===== src/verilog/cks_map.vh =====
// Register map, field layout and codes of the clock source switch
`ifndef CKS_MAP_VH
`define CKS_MAP_VH
// Register indices, byte address is four times the index
`define CKS_IDX_REQUEST 12'hED8
`define CKS_IDX_CURRENT 12'hED9
`define CKS_IDX_CONTROL 12'hEDA
`define CKS_IDX_READY 12'hEDB
`define CKS_IDX_MANUAL 12'hEDC
`define CKS_IDX_TUNE 12'hEDD
`define CKS_IDX_FREQ 12'hEDE
`define CKS_IDX_IRQ_STAT 12'hEDF
`define CKS_IDX_IRQ_MASK 12'hEE0
// Field positions
`define CKS_SRC_RANGE 6:4
`define CKS_DIV_RANGE 3:0
`define CKS_CTL_HOLD 7
`define CKS_CTL_SECPWR 6
`define CKS_CTL_COMPLETE 4
`define CKS_CTL_NEWRDY 3
`define CKS_IRQ_SWITCH 0
`define CKS_IRQ_FAIL 1
// Source codes
`define CKS_SRC_EXT 3'h7
`define CKS_SRC_HF 3'h6
`define CKS_SRC_LF 3'h5
`define CKS_SRC_SEC 3'h4
`define CKS_SRC_PLL 3'h2
// Oscillator pin order
`define CKS_OSC_EXT 0
`define CKS_OSC_HF 1
`define CKS_OSC_LF 2
`define CKS_OSC_SEC 3
`define CKS_OSC_PLL 4
// Reset configuration codes and reset values
`define CKS_RST_HF4 3'h6
`define CKS_RST_HF64 3'h0
`define CKS_DIV_ONE 4'h0
`define CKS_DIV_FOUR 4'h2
`define CKS_DIV_MAX 4'h9
`define CKS_FRQ_4MHZ 4'h2
`define CKS_FRQ_64MHZ 4'h8
// Timing
`define CKS_OST_EDGES 1024
`define CKS_SAMPLE_HALF 5'h1F
`endif


===== src/verilog/cks_postscaler.v =====
// Postscaler that builds the system clock from the selected source level
`timescale 1ns/1ns
`default_nettype none
`include "cks_map.vh"
module cks_postscaler #(
   parameter CNT_W = 9
) (
   input wire mclk,
   input wire reset,
   input wire [4:0] osc_lvl,
   input wire [2:0] src_sel,
   input wire [3:0] div_sel,
   input wire restart,
   input wire run,
   output reg sys_clk_q,
   output reg low_start_q
);
   reg lvl;
   reg prev_q;
   reg [CNT_W-1:0] cnt_q;
   wire [3:0] div_eff;
   wire [CNT_W-1:0] half_last;
   wire edge_seen;

   // ****************************************
   // Source mux
   // ****************************************
   always @* begin
      case (src_sel)
         `CKS_SRC_EXT: lvl = osc_lvl[`CKS_OSC_EXT];
         `CKS_SRC_LF: lvl = osc_lvl[`CKS_OSC_LF];
         `CKS_SRC_SEC: lvl = osc_lvl[`CKS_OSC_SEC];
         `CKS_SRC_PLL: lvl = osc_lvl[`CKS_OSC_PLL];
         default: lvl = osc_lvl[`CKS_OSC_HF];
      endcase
   end

   // Reserved divider codes act as the largest ratio
   // power of two ratio
   assign div_eff = (div_sel > `CKS_DIV_MAX) ? `CKS_DIV_MAX : div_sel;
   assign half_last = (({{(CNT_W-1){1'b0}}, 1'b1} << div_eff) - 1'b1);
   assign edge_seen = lvl ^ prev_q;

   // ****************************************
   // Whole-phase divider
   // ****************************************
   // whole phases only
   always @(posedge mclk) begin
      if (reset) begin
         prev_q <= 1'b0;
         cnt_q <= {CNT_W{1'b0}};
         sys_clk_q <= 1'b0;
         low_start_q <= 1'b0;
      end else if (restart) begin
         prev_q <= lvl;
         cnt_q <= {CNT_W{1'b0}};
         low_start_q <= 1'b0;
      end else begin
         prev_q <= lvl;
         low_start_q <= 1'b0;
         if (run && edge_seen) begin
            if (cnt_q == half_last) begin
               cnt_q <= {CNT_W{1'b0}};
               sys_clk_q <= ~sys_clk_q;
               low_start_q <= sys_clk_q;
            end else begin
               cnt_q <= cnt_q + 1'b1;
            end
         end
      end
   end
endmodule // cks_postscaler
`default_nettype wire


===== src/verilog/cks_switch.v =====
// Clock source and postscaler switch control with fail-safe monitor
`timescale 1ns/1ns
`default_nettype none
`include "cks_map.vh"
// Contract
// Fail-safe monitor checks the external oscillator only after start-up timer expiry.
// Start-up timer runs after every reset and every wake from sleep.
// External clock input mode skips the start-up timer entirely.
// Requested source bits 6:4; 111,110,101,100,010 valid, others reserved.
// Requested divider bits 3:0; codes 0..9 divide by two to the code.
// A reserved source code write leaves the source field unchanged.
// With switching disabled the request register ignores software writes.
// Request reset values follow the reset oscillator configuration code.
// Current source and divider are read-only with request encodings.
// At reset current fields equal the request fields.
// Internal oscillator frequency comes from the frequency select field.
// Hold set: suspend the switch when ready, raise the switch flag.
// Hold clear: switch as soon as new oscillator ready sets.
// New-ready status and switch flag set together when source ready.
// On switch load current fields, set complete, clear new-ready.
// On external failure force current source to internal, set fail flag.
// Sleep before switch completes abandons the switch.
// Source or divider change never truncates system clock phases.
module cks_switch #(
   parameter OST_EDGES = `CKS_OST_EDGES,
   parameter OST_W = 11
) (
   input wire mclk,
   input wire reset,
   input wire [13:0] address,
   input wire read,
   input wire write,
   input wire [31:0] writedata,
   output reg [31:0] readdata,
   output wire waitrequest,
   input wire [4:0] osc_pin,
   input wire [4:0] osc_ready_pin,
   input wire [2:0] cfg_reset_osc,
   input wire cfg_switch_enable,
   input wire cfg_ext_clock_mode,
   input wire cfg_fail_safe_en,
   input wire sleep_req,
   input wire wake_req,
   output wire sys_clk,
   output wire irq,
   output wire [3:0] internal_freq_select,
   output wire [5:0] internal_osc_tune,
   output wire [7:0] osc_manual_enable,
   output wire secondary_osc_power
);
   reg [4:0] lvl_s1_q;
   reg [4:0] lvl_q;
   reg [4:0] rdy_s1_q;
   reg [4:0] rdy_q;
   reg ack_q;
   reg [2:0] req_src_q;
   reg [3:0] req_div_q;
   reg [2:0] cur_src_q;
   reg [3:0] cur_div_q;
   reg hold_q;
   reg secpwr_q;
   reg new_rdy_q;
   reg [7:0] manual_q;
   reg [5:0] tune_q;
   reg [3:0] freq_q;
   reg [1:0] irq_stat_q;
   reg [1:0] irq_mask_q;
   reg sleeping_q;
   reg restart_q;
   reg [OST_W-1:0] ost_cnt_q;
   reg ost_done_q;
   reg fail_q;
   reg ext_prev_q;
   reg lf_prev_q;
   reg [4:0] smp_cnt_q;
   reg smp_q;
   reg seen_fall_q;
   reg sel_rdy;
   reg [1:0] irq_stat_d;
   reg [7:0] rd_byte;
   wire [11:0] idx;
   wire wr_go;
   wire rd_go;
   wire pending;
   wire ext_based;
   wire low_start;
   wire do_switch;
   wire ready_event;
   wire ext_fall;
   wire lf_rise;
   wire smp_tick;
   wire fail_event;
   wire src_reserved;
   wire [2:0] wr_src;

   // ****************************************
   // Pin synchronisers
   // ****************************************
   always @(posedge mclk) begin
      if (reset) begin
         lvl_s1_q <= 5'h00;
         lvl_q <= 5'h00;
         rdy_s1_q <= 5'h00;
         rdy_q <= 5'h00;
      end else begin
         lvl_s1_q <= osc_pin;
         lvl_q <= lvl_s1_q;
         rdy_s1_q <= osc_ready_pin;
         rdy_q <= rdy_s1_q;
      end
   end

   // ****************************************
   // Avalon-MM slave, one wait cycle
   // ****************************************
   assign idx = address[13:2];
   assign waitrequest = (read | write) & ~ack_q;
   assign wr_go = write & ack_q;
   assign rd_go = read & ~ack_q;
   assign wr_src = writedata[`CKS_SRC_RANGE];

   // reserved source codes
   assign src_reserved = (wr_src != `CKS_SRC_EXT) && (wr_src != `CKS_SRC_HF) &&
      (wr_src != `CKS_SRC_LF) && (wr_src != `CKS_SRC_SEC) && (wr_src != `CKS_SRC_PLL);

   always @* begin
      case (idx)
         `CKS_IDX_REQUEST: rd_byte = {1'b0, req_src_q, req_div_q};
         // current fields read-only
         `CKS_IDX_CURRENT: rd_byte = {1'b0, cur_src_q, cur_div_q};
         `CKS_IDX_CONTROL: rd_byte = {hold_q, secpwr_q, 1'b0, ~pending, new_rdy_q, 3'h0};
         `CKS_IDX_READY: rd_byte = {rdy_q[`CKS_OSC_EXT], rdy_q[`CKS_OSC_HF],
            rdy_q[`CKS_OSC_HF], rdy_q[`CKS_OSC_LF], rdy_q[`CKS_OSC_SEC], 2'h0,
            rdy_q[`CKS_OSC_PLL]};
         `CKS_IDX_MANUAL: rd_byte = {manual_q[7:2], 2'h0};
         `CKS_IDX_TUNE: rd_byte = {2'h0, tune_q};
         `CKS_IDX_FREQ: rd_byte = {4'h0, freq_q};
         `CKS_IDX_IRQ_STAT: rd_byte = {6'h00, irq_stat_q};
         `CKS_IDX_IRQ_MASK: rd_byte = {6'h00, irq_mask_q};
         default: rd_byte = 8'h00;
      endcase
   end

   always @(posedge mclk) begin
      if (reset) begin
         ack_q <= 1'b0;
         readdata <= 32'h00000000;
      end else begin
         ack_q <= (read | write) & ~ack_q;
         if (rd_go) begin
            readdata <= {24'h000000, rd_byte};
         end
      end
   end

   // ****************************************
   // Source readiness and switch decision
   // ****************************************
   assign ext_based = (cur_src_q == `CKS_SRC_EXT) || (cur_src_q == `CKS_SRC_PLL);

   // External sources count as ready only after the start-up timer
   always @* begin
      case (req_src_q)
         `CKS_SRC_EXT: sel_rdy = rdy_q[`CKS_OSC_EXT] & ost_done_q;
         `CKS_SRC_LF: sel_rdy = rdy_q[`CKS_OSC_LF];
         `CKS_SRC_SEC: sel_rdy = rdy_q[`CKS_OSC_SEC];
         `CKS_SRC_PLL: sel_rdy = rdy_q[`CKS_OSC_PLL] & ost_done_q;
         default: sel_rdy = rdy_q[`CKS_OSC_HF];
      endcase
   end

   // After a failure the old request is not retried until rewritten or sleep is requested
   assign pending = ((req_src_q != cur_src_q) || (req_div_q != cur_div_q)) & ~fail_q;
   // ready event
   assign ready_event = pending & sel_rdy & ~new_rdy_q & ~sleeping_q;
   // switch at next low phase
   assign do_switch = new_rdy_q & ~hold_q & low_start & ~sleeping_q;

   // ****************************************
   // Control registers
   // ****************************************
   always @(posedge mclk) begin
      if (reset) begin
         // reset values
         req_src_q <= (cfg_reset_osc == `CKS_RST_HF64) ? `CKS_SRC_HF : cfg_reset_osc;
         req_div_q <= (cfg_reset_osc == `CKS_RST_HF4) ? `CKS_DIV_FOUR : `CKS_DIV_ONE;
         // current equals request
         cur_src_q <= (cfg_reset_osc == `CKS_RST_HF64) ? `CKS_SRC_HF : cfg_reset_osc;
         cur_div_q <= (cfg_reset_osc == `CKS_RST_HF4) ? `CKS_DIV_FOUR : `CKS_DIV_ONE;
         freq_q <= (cfg_reset_osc == `CKS_RST_HF64) ? `CKS_FRQ_64MHZ : `CKS_FRQ_4MHZ;
         hold_q <= 1'b0;
         secpwr_q <= 1'b0;
         new_rdy_q <= 1'b0;
         manual_q <= 8'h00;
         tune_q <= 6'h00;
         irq_mask_q <= 2'h0;
         restart_q <= 1'b0;
      end else begin
         restart_q <= 1'b0;
         if (wr_go) begin
            // locked when disabled
            if ((idx == `CKS_IDX_REQUEST) && cfg_switch_enable) begin
               // reserved source ignored
               if (!src_reserved) begin
                  req_src_q <= wr_src;
               end
               req_div_q <= writedata[`CKS_DIV_RANGE];
            end
            if (idx == `CKS_IDX_CONTROL) begin
               hold_q <= writedata[`CKS_CTL_HOLD];
               secpwr_q <= writedata[`CKS_CTL_SECPWR];
            end
            if (idx == `CKS_IDX_MANUAL) begin
               manual_q <= {writedata[7:2], 2'h0};
            end
            if (idx == `CKS_IDX_TUNE) begin
               tune_q <= writedata[5:0];
            end
            if (idx == `CKS_IDX_FREQ) begin
               freq_q <= writedata[3:0];
            end
            if (idx == `CKS_IDX_IRQ_MASK) begin
               irq_mask_q <= writedata[1:0];
            end
         end
         if (fail_event) begin
            // fall back to internal
            cur_src_q <= `CKS_SRC_HF;
            new_rdy_q <= 1'b0;
            restart_q <= 1'b1;
         end else if (do_switch) begin
            // load current fields
            cur_src_q <= req_src_q;
            cur_div_q <= req_div_q;
            new_rdy_q <= 1'b0;
            restart_q <= 1'b1;
         end else if (sleep_req || (wr_go && (idx == `CKS_IDX_REQUEST))) begin
            // abandon on sleep
            new_rdy_q <= 1'b0;
         end else if (ready_event) begin
            // suspend while hold set
            new_rdy_q <= 1'b1;
         end
      end
   end

   // ****************************************
   // Sleep and oscillator start-up timer
   // ****************************************
   always @(posedge mclk) begin
      if (reset) begin
         sleeping_q <= 1'b0;
         ost_cnt_q <= {OST_W{1'b0}};
         ost_done_q <= 1'b0;
      end else begin
         if (sleep_req) begin
            sleeping_q <= 1'b1;
         end else if (wake_req) begin
            sleeping_q <= 1'b0;
         end
         // restart after wake
         if (sleep_req || wake_req) begin
            ost_cnt_q <= {OST_W{1'b0}};
            ost_done_q <= 1'b0;
         // skipped in clock input mode
         end else if (cfg_ext_clock_mode) begin
            ost_done_q <= 1'b1;
         end else if (!ost_done_q && !sleeping_q && ext_fall) begin
            if (ost_cnt_q == OST_EDGES[OST_W-1:0] - 1'b1) begin
               ost_done_q <= 1'b1;
            end
            ost_cnt_q <= ost_cnt_q + 1'b1;
         end
      end
   end

   // ****************************************
   // Fail-safe monitor
   // ****************************************
   assign ext_fall = ext_prev_q & ~lvl_q[`CKS_OSC_EXT];
   assign lf_rise = ~lf_prev_q & lvl_q[`CKS_OSC_LF];
   assign smp_tick = lf_rise && (smp_cnt_q == `CKS_SAMPLE_HALF);
   // armed after start-up timer
   assign fail_event = smp_tick & smp_q & ~seen_fall_q & ost_done_q & cfg_fail_safe_en &
      ext_based & ~fail_q & ~sleeping_q;

   always @(posedge mclk) begin
      if (reset) begin
         ext_prev_q <= 1'b0;
         lf_prev_q <= 1'b0;
         smp_cnt_q <= 5'h00;
         smp_q <= 1'b0;
         seen_fall_q <= 1'b0;
         fail_q <= 1'b0;
      end else begin
         ext_prev_q <= lvl_q[`CKS_OSC_EXT];
         lf_prev_q <= lvl_q[`CKS_OSC_LF];
         if (lf_rise) begin
            smp_cnt_q <= smp_cnt_q + 1'b1;
         end
         if (smp_tick) begin
            smp_q <= ~smp_q;
         end
         // Latch set by external falls, cleared on sample rise
         if (ext_fall) begin
            seen_fall_q <= 1'b1;
         end else if (smp_tick && !smp_q) begin
            seen_fall_q <= 1'b0;
         end
         if (fail_event) begin
            fail_q <= 1'b1;
         end else if (sleep_req || (wr_go && (idx == `CKS_IDX_REQUEST))) begin
            fail_q <= 1'b0;
         end
      end
   end

   // ****************************************
   // Interrupt flags
   // ****************************************
   always @* begin
      irq_stat_d = irq_stat_q;
      if (wr_go && (idx == `CKS_IDX_IRQ_STAT)) begin
         irq_stat_d = irq_stat_q & ~writedata[1:0];
      end
      // switch flag with ready
      if (ready_event) begin
         irq_stat_d[`CKS_IRQ_SWITCH] = 1'b1;
      end
      // fail flag
      if (fail_event) begin
         irq_stat_d[`CKS_IRQ_FAIL] = 1'b1;
      end
   end

   always @(posedge mclk) begin
      if (reset) begin
         irq_stat_q <= 2'h0;
      end else begin
         irq_stat_q <= irq_stat_d;
      end
   end

   assign irq = |(irq_stat_q & irq_mask_q);

   // ****************************************
   // System clock generation
   // ****************************************
   // switch at phase boundary
   cks_postscaler u_post (
      .mclk(mclk),
      .reset(reset),
      .osc_lvl(lvl_q),
      .src_sel(cur_src_q),
      .div_sel(cur_div_q),
      .restart(restart_q),
      .run(~sleeping_q),
      .sys_clk_q(sys_clk),
      .low_start_q(low_start)
   );

   // internal frequency select
   assign internal_freq_select = freq_q;
   assign internal_osc_tune = tune_q;
   assign osc_manual_enable = manual_q;
   assign secondary_osc_power = secpwr_q;
endmodule // cks_switch
`default_nettype wire

===== config.mk =====
export PLATFORM = sky130hd
export DESIGN_NAME = cks_switch
export DESIGN_NICKNAME = d
export VERILOG_FILES = /design/src/verilog/cks_postscaler.v /design/src/verilog/cks_switch.v
export VERILOG_INCLUDE_DIRS = /design/src /design/src/verilog
export SDC_FILE = /design/constraint.sdc
export NUM_CORES = 1
export LEC_CHECK = 0
export BUFFER_PORTS_ARGS = -buffer_cell sky130_fd_sc_hd__buf_2
export CORE_MARGIN = 2
export CORE_UTILIZATION = 53
export DETAILED_ROUTE_END_ITERATION = 12
export PLACE_DENSITY = 0.79
export SYNTH_ARGS = -nofsm -noshare
export SYNTH_HDL_FRONTEND = slang
export SYNTH_SLANG_ARGS = --single-unit

===== constraint.sdc =====
create_clock -name mclk -period 5.3 [get_ports mclk]
set_input_delay 0.795 -clock mclk [delete_from_list [all_inputs] [get_ports mclk]]
set_output_delay 0.795 -clock mclk [all_outputs]
set_load 0.03 [all_outputs]

==> metrics.md <==
| Metric | Value |
|---|---|
| Status | `finished, final reports clean` |
| Clk pwr share | `34.9%` |
| Slew Limit Fails | `0` |
| CORE AREA | `0.00924 sq mm` |
| Initial antenna violation count | `0` |
| Reg2reg path depth | `9` |
| Clock tree buffer depth | `2` |
| Least-Margin Pin Slew | `1.12 ns` |
| CTS tree | `built` |
| Clk slew on worst S/H paths | `0.10 ns` |
| Int Pwr | `1170 uW` |
| Power share of the combinational group | `11.5%` |
| Share of Yosys cell area claimed by the top area cell type | `33.2%` |
| Initial core utilization | `54.9%` |
| EDFF count, synth | `18` |
| Tcrit/Tclk final | `55.4%` |
| WP buf/inv | `0` |
| FP Rows | `35` |
| Antenna viol nets, final | `0` |
| Crit path from | `cur_div_q[3]` |
| #FFs+latches synth | `102` |
| Reg-to-reg startpoint | `cur_div_q[3]` |
| Reg2reg end | `u_post.cnt_q[5]` |
| Largest net degree at the start of global routing | `53` |
| RSZ-0062 raised after global routing | `false` |
| Worst Setup Slack, final | `2.36 ns` |
| Seq/Total Area, Yosys | `43.8%` |
| PwrDens | `283 mW/mm^2` |
| Crit start category | `flop` |
| Stages on the worst setup path | `9` |
| HP Class | `reg2reg` |
| Hpwl dp | `8000 microns` |
| Slowest stage delay, CP | `0.57 ns` |
| Multi-input logic area | `0.00256 sq mm` |
| Avg Cell Area, Syn | `9.35 sq um` |
| Lkg Pwr | `0.00213 uW` |
| Crit Path Max Fanout | `11` |
| Die X-Extent | `102 microns` |
| Routability cong. | `0.886` |
| Height of the die | `102 microns` |
| Layout area overhead | `10.3%` |
| Post-synth ARST share | `0%` |
| Share of post-route cells with drive strength above 1 | `18.8%` |
| Peak supply drop | `0.212 mV` |
| Final Skew | `0.0220 ns` |
| Port bufs | `69` |
| 1st-iter DRT viols | `265` |
| # diodes | `0` |
| Max_slew headroom | `24.7%` |
| Synth Cell Area | `0.00507 sq mm` |
| CP required | `5.54 ns` |
| Total number of vias | `4041` |
| Fillers | `787` |
| # clock sinks | `102` |
| Slowest CP cell | `edfxtp_1` |
| CTS Buf Count | `9` |
| Initial DRT Pass Iterations | `5` |
| Endpoints failing setup | `0` |
| Clk_lat worst skew | `0.37 ns` |
| Internal reg-to-reg setup slack | `2.36 ns` |
| Post-synth top area cell | `dfxtp_1` |
| Setup WS pre-CTS | `2.26 ns` |
| Sw power | `415 uW` |
| WL/cell | `14.8 microns` |
| Crit path max-delay family | `simple AND/OR/NAND/NOR gates` |
| # hold bufs at CTS | `0` |
| # DRC | `0` |
| Global-route wire length before repair | `17000 microns` |
| Arrival @ worst endpoint | `3.18 ns` |
| Sequential power share | `53.6%` |
| Vias in the first global route | `3676` |
| Worst Setup End Kind | `flop` |
| Worst-path cell chain | `nor2_1 > nand2_1 > ha_1 > xnor2_1 > a2111oi_4 > nand3_2 > o31ai_2 > or2_1 > o31ai_1` |
| Post-CTS setup buffer count | `0` |
| Number of top-level pins | `122` |
| Post-CTS Resized | `0` |
| Root buf cell | `clkbuf_8` |
| Hold slack | `0.441 ns` |
| Synth Warn # | `0` |
| Cells after Synth | `542` |
| Final wirelength | `10800 microns` |
| Fmax | `341 MHz` |
| Sw Share | `26.2%` |
| Synth top cells by count | `84 x dfxtp_1, 56 x nor2_1, 37 x nand2_1, 37 x nor2b_1, 29 x buf_4` |
| Fin. Hold Viols | `0` |
| Gr usage total | `20.9%` |
| Vias per cell | `5.54` |
| Worst Setup Path Type | `reg2reg` |
| Post-synth cell types | `68` |
| Grt total ovfl | `0` |
| Htree depth | `3` |
| Crit path to | `u_post.cnt_q[5]` |
| Min cycle time layout | `2.94 ns` |
| Final Util | `60.5%` |
| Synth top area cells | `dfxtp_1 33%, edfxtp_1 11%, mux2i_1 5.5%` |
| Max-cap viol count | `0` |
| Die area | `0.0104 sq mm` |
| Storage cell area | `0.00222 sq mm` |
| Post-layout net count | `668` |
| Most numerous cell in the Yosys netlist | `dfxtp_1` |
| Ys flop type | `dfxtp_1` |
| Sum Neg Setup Slack | `0 ns` |
routing by layer:
metal	GRT usage [%]	up-vias	share of wire, %
met5	0	-	0
met4	6.76	0	1.7
met3	5.66	18	7.3
met2	33.6	156	48
met1	27.3	1913	43
li1	-	1954	-
worst min path at each step:
stage	startpoint	endpoint	slack, ns	cells past startpoint
4_1_cts	rdy_s1_q[4]	rdy_q[4]	0.45	1
3_3_place_gp	rdy_s1_q[1]	rdy_q[1]	0.42	1
3_5_place_dp	rdy_s1_q[4]	rdy_q[4]	0.42	1
2_1_floorplan	lvl_s1_q[0]	lvl_q[0]	0.41	1
5_1_grt	rdy_s1_q[3]	rdy_q[3]	0.46	1
6_report	rdy_s1_q[4]	rdy_q[4]	0.44	1
layout make-up:
| cell class | count | share of cell area (%) |
|---|---|---|
| clock inverters | 6 | 1.63 |
| clock buffers | 10 | 2.46 |
| well taps | 129 | 2.89 |
| inverters | 16 | 1.07 |
| flip-flops and latches | 102 | 39.7 |
| multi-input cells | 396 | 45.9 |
| repair buffers | 70 | 6.31 |
kinds of logic (layout without fill, tap and decap cells):
logic type      Yosys count  count (layout)  share of synthesized area, %
simple gates            206             206                          22.2
compound gates          102             102                          14.3
flops                   102             102                          43.8
buf+inv                  69             102                          7.41
mux                      31              31                          6.42
xor+xnor                 26              26                          4.49
fa+ha+maj                 5               5                          1.23
other cells               1              26                        0.0740
worst reg2reg max path: stages, from the launching register on:
cell and delay, ns:
edfxtp_1 0.57, nor2_1 0.29, nand2_1 0.11, ha_1 0.33, xnor2_1 0.17, a2111oi_4 0.30, nand3_2 0.14, o31ai_2 0.47
or2_1 0.35, o31ai_1 0.10
per-stage QoR:
step	instance area [sq um]	cells	power (uW)
4_1_cts	5590	729	1590
3_3_place_gp	5360	713	1040
2_1_floorplan	5160	567	1010
6_report	5590	729	1580
3_5_place_dp	5360	713	1040
5_1_grt	5590	729	1640
layout by cell type (no fill, tap or decap), types with 6 or more instances in the layout:
cell type	count
a21oi_1	17
a22oi_1	13
buf_2	69
clkbuf_8	10
conb_1	26
dfxtp_1	84
edfxtp_1	18
inv_1	16
mux2i_1	28
nand2_1	37
nand2b_1	7
nand3_1	8
nand4_1	6
nor2_1	56
nor2b_1	37
nor3_1	10
o21ai_0	17
o21ai_1	8
o22ai_1	6
or3_1	6
xnor2_1	10
xor2_1	16
power groups by stage:
stage               combinational [uW]  clock [uW]  sequential, uW
floorplan                          158           0             854
global placement                   174           0             862
detailed placement                 180           0             865
CTS                                181         561             847
global route                       199         595             851
finish                             182         551             847
state kept, by name (all words and copies together) (netlist names), 2 cells and up:
register and cells:
ost_cnt_q 11, u_post.cnt_q 9, readdata 8, internal_osc_tune 6, osc_manual_enable 6, lvl_q 5
lvl_s1_q 5, rdy_q 5, rdy_s1_q 5, smp_cnt_q 5, cur_div_q 4, internal_freq_select 4
req_div_q 4, cur_src_q 3, req_src_q 3, irq_mask_q 2, irq_stat_q 2
Note: power is estimated with default switching activity, not from simulation.
